--- config.mk ---
export PLATFORM = sky130hd
export DESIGN_NAME = skip_test_instr_decode
export DESIGN_NICKNAME = d
export VERILOG_FILES = /design/src/rtl/skip_cond_eval.v /design/src/rtl/skip_test_instr_decode.v
export VERILOG_INCLUDE_DIRS = /design/src /design/src/rtl
export SDC_FILE = /design/constraint.sdc
export NUM_CORES = 1
export LEC_CHECK = 0
export ABC_AREA = 0
export BUFFER_PORTS_ARGS = -buffer_cell sky130_fd_sc_hd__buf_2
export CORE_UTILIZATION = 35
export DETAILED_ROUTE_END_ITERATION = 8
export PLACE_DENSITY = 0.73
export SLEW_MARGIN = 40
export SYNTH_ARGS = -nofsm -noshare
export SYNTH_HDL_FRONTEND = slang
export SYNTH_SLANG_ARGS = --single-unit
--- constraint.sdc ---
create_clock -name core_clk -period 1.9 [get_ports core_clk]
set_clock_uncertainty 0.1 [all_clocks]
set_input_delay 0.19 -clock core_clk [delete_from_list [all_inputs] [get_ports core_clk]]
set_output_delay 0.19 -clock core_clk [all_outputs]
set_load 0.01 [all_outputs]
--- src/rtl/skip_test_defines.vh ---
// Opcodes, field positions, pointer limit and reset values for the skip/test decoder.
// Assumes 10-bit instruction words fetched by the surrounding core.
`ifndef SKIP_TEST_DEFINES_VH
`define SKIP_TEST_DEFINES_VH
// ==========================================================================
// Opcodes
`define OP_SET_UPPER_REF 10'h059
`define OP_SET_VDET_EN 10'h293
`define OP_SKIP_MEM_BIT_MASK 10'h3fc
`define OP_SKIP_MEM_BIT 10'h020
`define OP_SKIP_CARRY 10'h02f
`define OP_SKIP_PORT_BIT0 10'h024
`define OP_SKIP_PORT_BIT1 10'h02b
// ==========================================================================
// Fields and sizes
`define BIT_SEL_LSB 0
`define PTR_MAX 4'h3
`define RESET_FLAG 1'b0
`endif

--- src/rtl/skip_cond_eval.v ---
// Evaluates the zero-test for one selected bit of a 4-bit word.
// Assumes the selector is already range-checked by the caller.
`timescale 1ns/1ns
module skip_cond_eval (
  input wire [3:0] word,
  input wire [1:0] sel,
  output wire is_zero
);
  assign is_zero = ~word[sel];
endmodule

--- src/rtl/skip_test_instr_decode.v ---
// Decoder and executor for the upper-reference, voltage-detect enable and
// skip-test instructions of a 4-bit core.
// Assumes one instruction word per core_clk, presented with instr_valid.
//
// Behaviour
// - Executing the upper-reference enable instruction sets a flag that makes table reads put ROM bits 9:8 in the pointer low bits.
// - Executing the voltage-detector enable instruction keeps supply-drop detection active during RAM retention.
// - The voltage-detector enable instruction only takes effect on the high-voltage-detect variant.
// - The memory bit-test skips the next instruction when bit j of the data-pointer word is zero.
// - The carry test is one word, one cycle, skips when carry is zero and leaves carry unchanged.
// - The port-bit test is two words, two cycles, and skips when the port bit chosen by pointer 0 to 3 is zero.
`timescale 1ns/1ns
`include "skip_test_defines.vh"
module skip_test_instr_decode #(
  parameter HV_VARIANT = 1
) (
  input wire core_clk,
  input wire rst,
  input wire instr_valid,
  input wire [9:0] instr,
  input wire [3:0] mem_word,
  input wire carry_flag,
  input wire [3:0] port_out,
  input wire [3:0] pointer_y,
  input wire table_read,
  input wire [9:0] rom_word,
  output reg upper_rom_bits_flag,
  output reg vdet_retention_en,
  output reg skip_next,
  output reg squash,
  output reg ptr_low_we,
  output reg [1:0] ptr_low_data,
  output reg carry_out
);
  // ========================================================================
  // Decode helpers
  function is_mem_bit_test;
    input [9:0] op;
    begin
      is_mem_bit_test = (op & `OP_SKIP_MEM_BIT_MASK) == `OP_SKIP_MEM_BIT;
    end
  endfunction

  wire mem_bit_zero;
  wire port_bit_zero;
  skip_cond_eval u_mem (
    .word(mem_word),
    .sel(instr[1:0]),
    .is_zero(mem_bit_zero)
  );
  skip_cond_eval u_port (
    .word(port_out),
    .sel(pointer_y[1:0]),
    .is_zero(port_bit_zero)
  );

  // ========================================================================
  // Execution state
  reg squash_pend_q;
  reg port_second_q;
  reg port_zero_q;
  // The second word of an executed port-bit test is an operand, so it is never decoded as an instruction.
  wire executing = instr_valid & ~squash_pend_q & ~port_second_q;
  reg skip_d;

  always @* begin
    skip_d = 1'b0;
    if (executing) begin
      if (is_mem_bit_test(instr)) begin
        skip_d = mem_bit_zero;
      end else if (instr == `OP_SKIP_CARRY) begin
        skip_d = ~carry_flag;
      end
    end
    if (instr_valid & port_second_q) begin
      skip_d = port_zero_q;
    end
  end

  always @(posedge core_clk) begin
    if (rst) begin
      upper_rom_bits_flag <= `RESET_FLAG;
      vdet_retention_en <= `RESET_FLAG;
      skip_next <= 1'b0;
      squash <= 1'b0;
      squash_pend_q <= 1'b0;
      port_second_q <= 1'b0;
      port_zero_q <= 1'b0;
      ptr_low_we <= 1'b0;
      ptr_low_data <= 2'h0;
      carry_out <= 1'b0;
    end else begin
      carry_out <= carry_flag;
      skip_next <= skip_d;
      // A squashed word still spends its cycle; only its effects are dropped.
      squash <= instr_valid & squash_pend_q;
      if (instr_valid) begin
        squash_pend_q <= skip_d;
      end
      if (instr_valid & port_second_q) begin
        port_second_q <= 1'b0;
      end else if (executing & ((instr == `OP_SKIP_PORT_BIT0) | (instr == `OP_SKIP_PORT_BIT1))) begin
        // Pointer values above 3 are undefined; they never skip here.
        port_second_q <= 1'b1;
        port_zero_q <= port_bit_zero & (pointer_y <= `PTR_MAX);
      end
      if (executing & (instr == `OP_SET_UPPER_REF)) begin
        upper_rom_bits_flag <= 1'b1;
      end
      if (executing & (instr == `OP_SET_VDET_EN) & (HV_VARIANT != 0)) begin
        vdet_retention_en <= 1'b1;
      end
      ptr_low_we <= table_read & upper_rom_bits_flag;
      ptr_low_data <= rom_word[9:8];
    end
  end
endmodule
==> metrics <==
critical path's slowest cell or4_1; commonest cells after routing, fill and taps aside buf_2 (36), dfxtp_1 (11), nor2_1 (6); # diodes 0; cts bufs inserted 3; CP Data Required Time 2.01 ns; row cnt 13; RSZ-0062 raised after global routing no; Crit path largest cell delay 0.49 ns; crit start category flop; Mapped Area 515 sq um; # Post-CTS Setup Buffers 0; CTS tree built; Synth Warn # 0; GP Congestion 0.873; final hold viol count 0; 1st-pass router iterations 4; HP Class input port to flop; # IOs 45; pin count of the biggest net entering global routing 12; post-synthesis net count 90; drt initial violations 9; critical-path cell list nor4b_4 > o2111ai_1 > or4_1 > a21oi_1; slew margin rel. 74.7%; count of pins over their slew limit 0; share of layout cells above drive strength 1 48.9%; Tmin final 1.66 ns; Setup crit end kind flop; average wire per standard cell 11.1 um; Syn Area/Cell 9.73 sq um; vias 552; number of enable flip-flop cells after synthesis 0; Crit path max-delay family simple AND/OR/NAND/NOR gates; clock root buffer master clkbuf_4; worst vdd ir 0.380 mV; WP buf/inv 0; clock sink total 11; PwrDens 628 nW/um^2; fin area 737 sq um; CORE AREA 1330 sq um; Crit Path Category flop to flop; vias per cell 5.16; die height 40.4 um; CTS clk-pin slew, worst paths 0.07 ns; largest area contributor in the netlist dfxtp_1; clock buffer depth 2; crit-path max FO 4; final setup fails 0; number of max-cap violations 0; vias in the first global route 521; Die X 40.4 um; synthesis-to-layout area growth 43.0%; number of H-tree levels 1; GRT Total Usage 20.0%; Setup TNS 0 ns; grt ovf 0; post-layout util 55.3%; worst path arrival time 1.77 ns; post-CTS sizing 0; leakage 0.344 nW; commonest non-fill, non-tap cell in the layout buf_2; PortBufs 36; initial antenna violation count 0; nets@finish 130; clock latency at the later pin of the worst-skew pair 0.27 ns; ratio of final minimum period to clock period 87.6%; Post-Route WL 1.19 mm; fmax 601 MHz; drc violations 0; post-route ant nets 0; DP Area 711 sq um; ys async rst share 0%; Die ar. 1630 sq um; Post-Syn Instances 53; Initial Util 38.6%; hold_buf cts 0; share of the synthesized area in the top cell type 42.7%; first-pass GRT wire length 2.04 mm; status completed; Synth Flop Type dfxtp_1; synth unique cells 25; sequential area share after synthesis 42.7%; Detailed Place HPWL 970 um; top cells by area, synth dfxtp_1 (43%), nor2b_1 (4.9%), nor4b_4 (4.6%), mux4_2 (4.4%), nor2_1 (4.4%); Worst-Margin Slew 0.371 ns; fillers 136; number of synthesized register bits 11
worst register-to-register path, cell delays in order, from the launching register on:
cell and delay, ns:
dfxtp_1 0.35, nor4b_4 0.31, o2111ai_1 0.20, or4_1 0.49
a21oi_1 0.14
layout make-up:
| cell class | count | area [sq um] | area share, % |
|---|---|---|---|
| multi-input cells | 41 | 292 | 39.6 |
| flip-flops and latches | 11 | 220 | 29.9 |
| repair buffers | 36 | 180 | 24.4 |
| clock buffers | 4 | 26.3 | 3.57 |
| well taps | 15 | 18.8 | 2.55 |
per-layer routing:
layer	share of wire (%)	routed length, um	track usage, %
met4	1.1	13	9.17
met5	0	0	0
met1	37	439	17.1
met3	9.3	111	11.1
met2	53	628	36.9
path summary, 6_finish.rpt:
check / start / endpoint / slack [ns] / cells past startpoint
worst max register to register: port_second_q / port_zero_q / 0.24 / 4
worst min register to register: upper_rom_bits_flag / ptr_low_we / 0.35 / 2
worst max-delay path: port_second_q / port_zero_q / 0.24 / 4
worst min-delay path: rom_word[9] / ptr_low_data[1] / 0.04 / 2
cells in the mapped netlist (2+ instances only):
library cell and n:
nor2_1 6, and3_2 2, nor2b_1 4, and4b_1 2, nand2_1 4, a31oi_1 2
a21oi_1 4, nand3_1 2, dfxtp_1 11
cells by family (layout without fill, tap and decap cells):
group	Yosys count	in the layout	share of synthesized area [%]
flops	11	11	42.7
simple gates	28	28	36.2
mux	2	2	6.55
compound gates	11	11	13.8
buf+inv	1	40	0.727
power breakdown:
part	switching [mW]	internal, mW	leakage [nW]
logic	0.0303	0.0385	0.239
registers	0.00195	0.235	0.0896
clock network	0.0759	0.0812	0.0150
flip-flops by register name, summed over array words and instances (netlist names):
signal	flops
port_second_q	1
squash	1
ptr_low_data	2
ptr_low_we	1
skip_next	1
port_zero_q	1
carry_out	1
squash_pend_q	1
upper_rom_bits_flag	1
vdet_retention_en	1
metrics by stage:
step	std cells	power (mW)	setup slack, ns	hold slack (ns)
detailed placement	103	0.312	0.250	0.307
CTS	107	0.474	0.232	0.0340
global route	107	0.495	0.172	0.0480
finish	107	0.463	0.236	0.0384
floorplan	53	0.268	0.348	0.189
global placement	103	0.310	0.256	0.305
No activity file was read; power rests on OpenSTA's default activity.
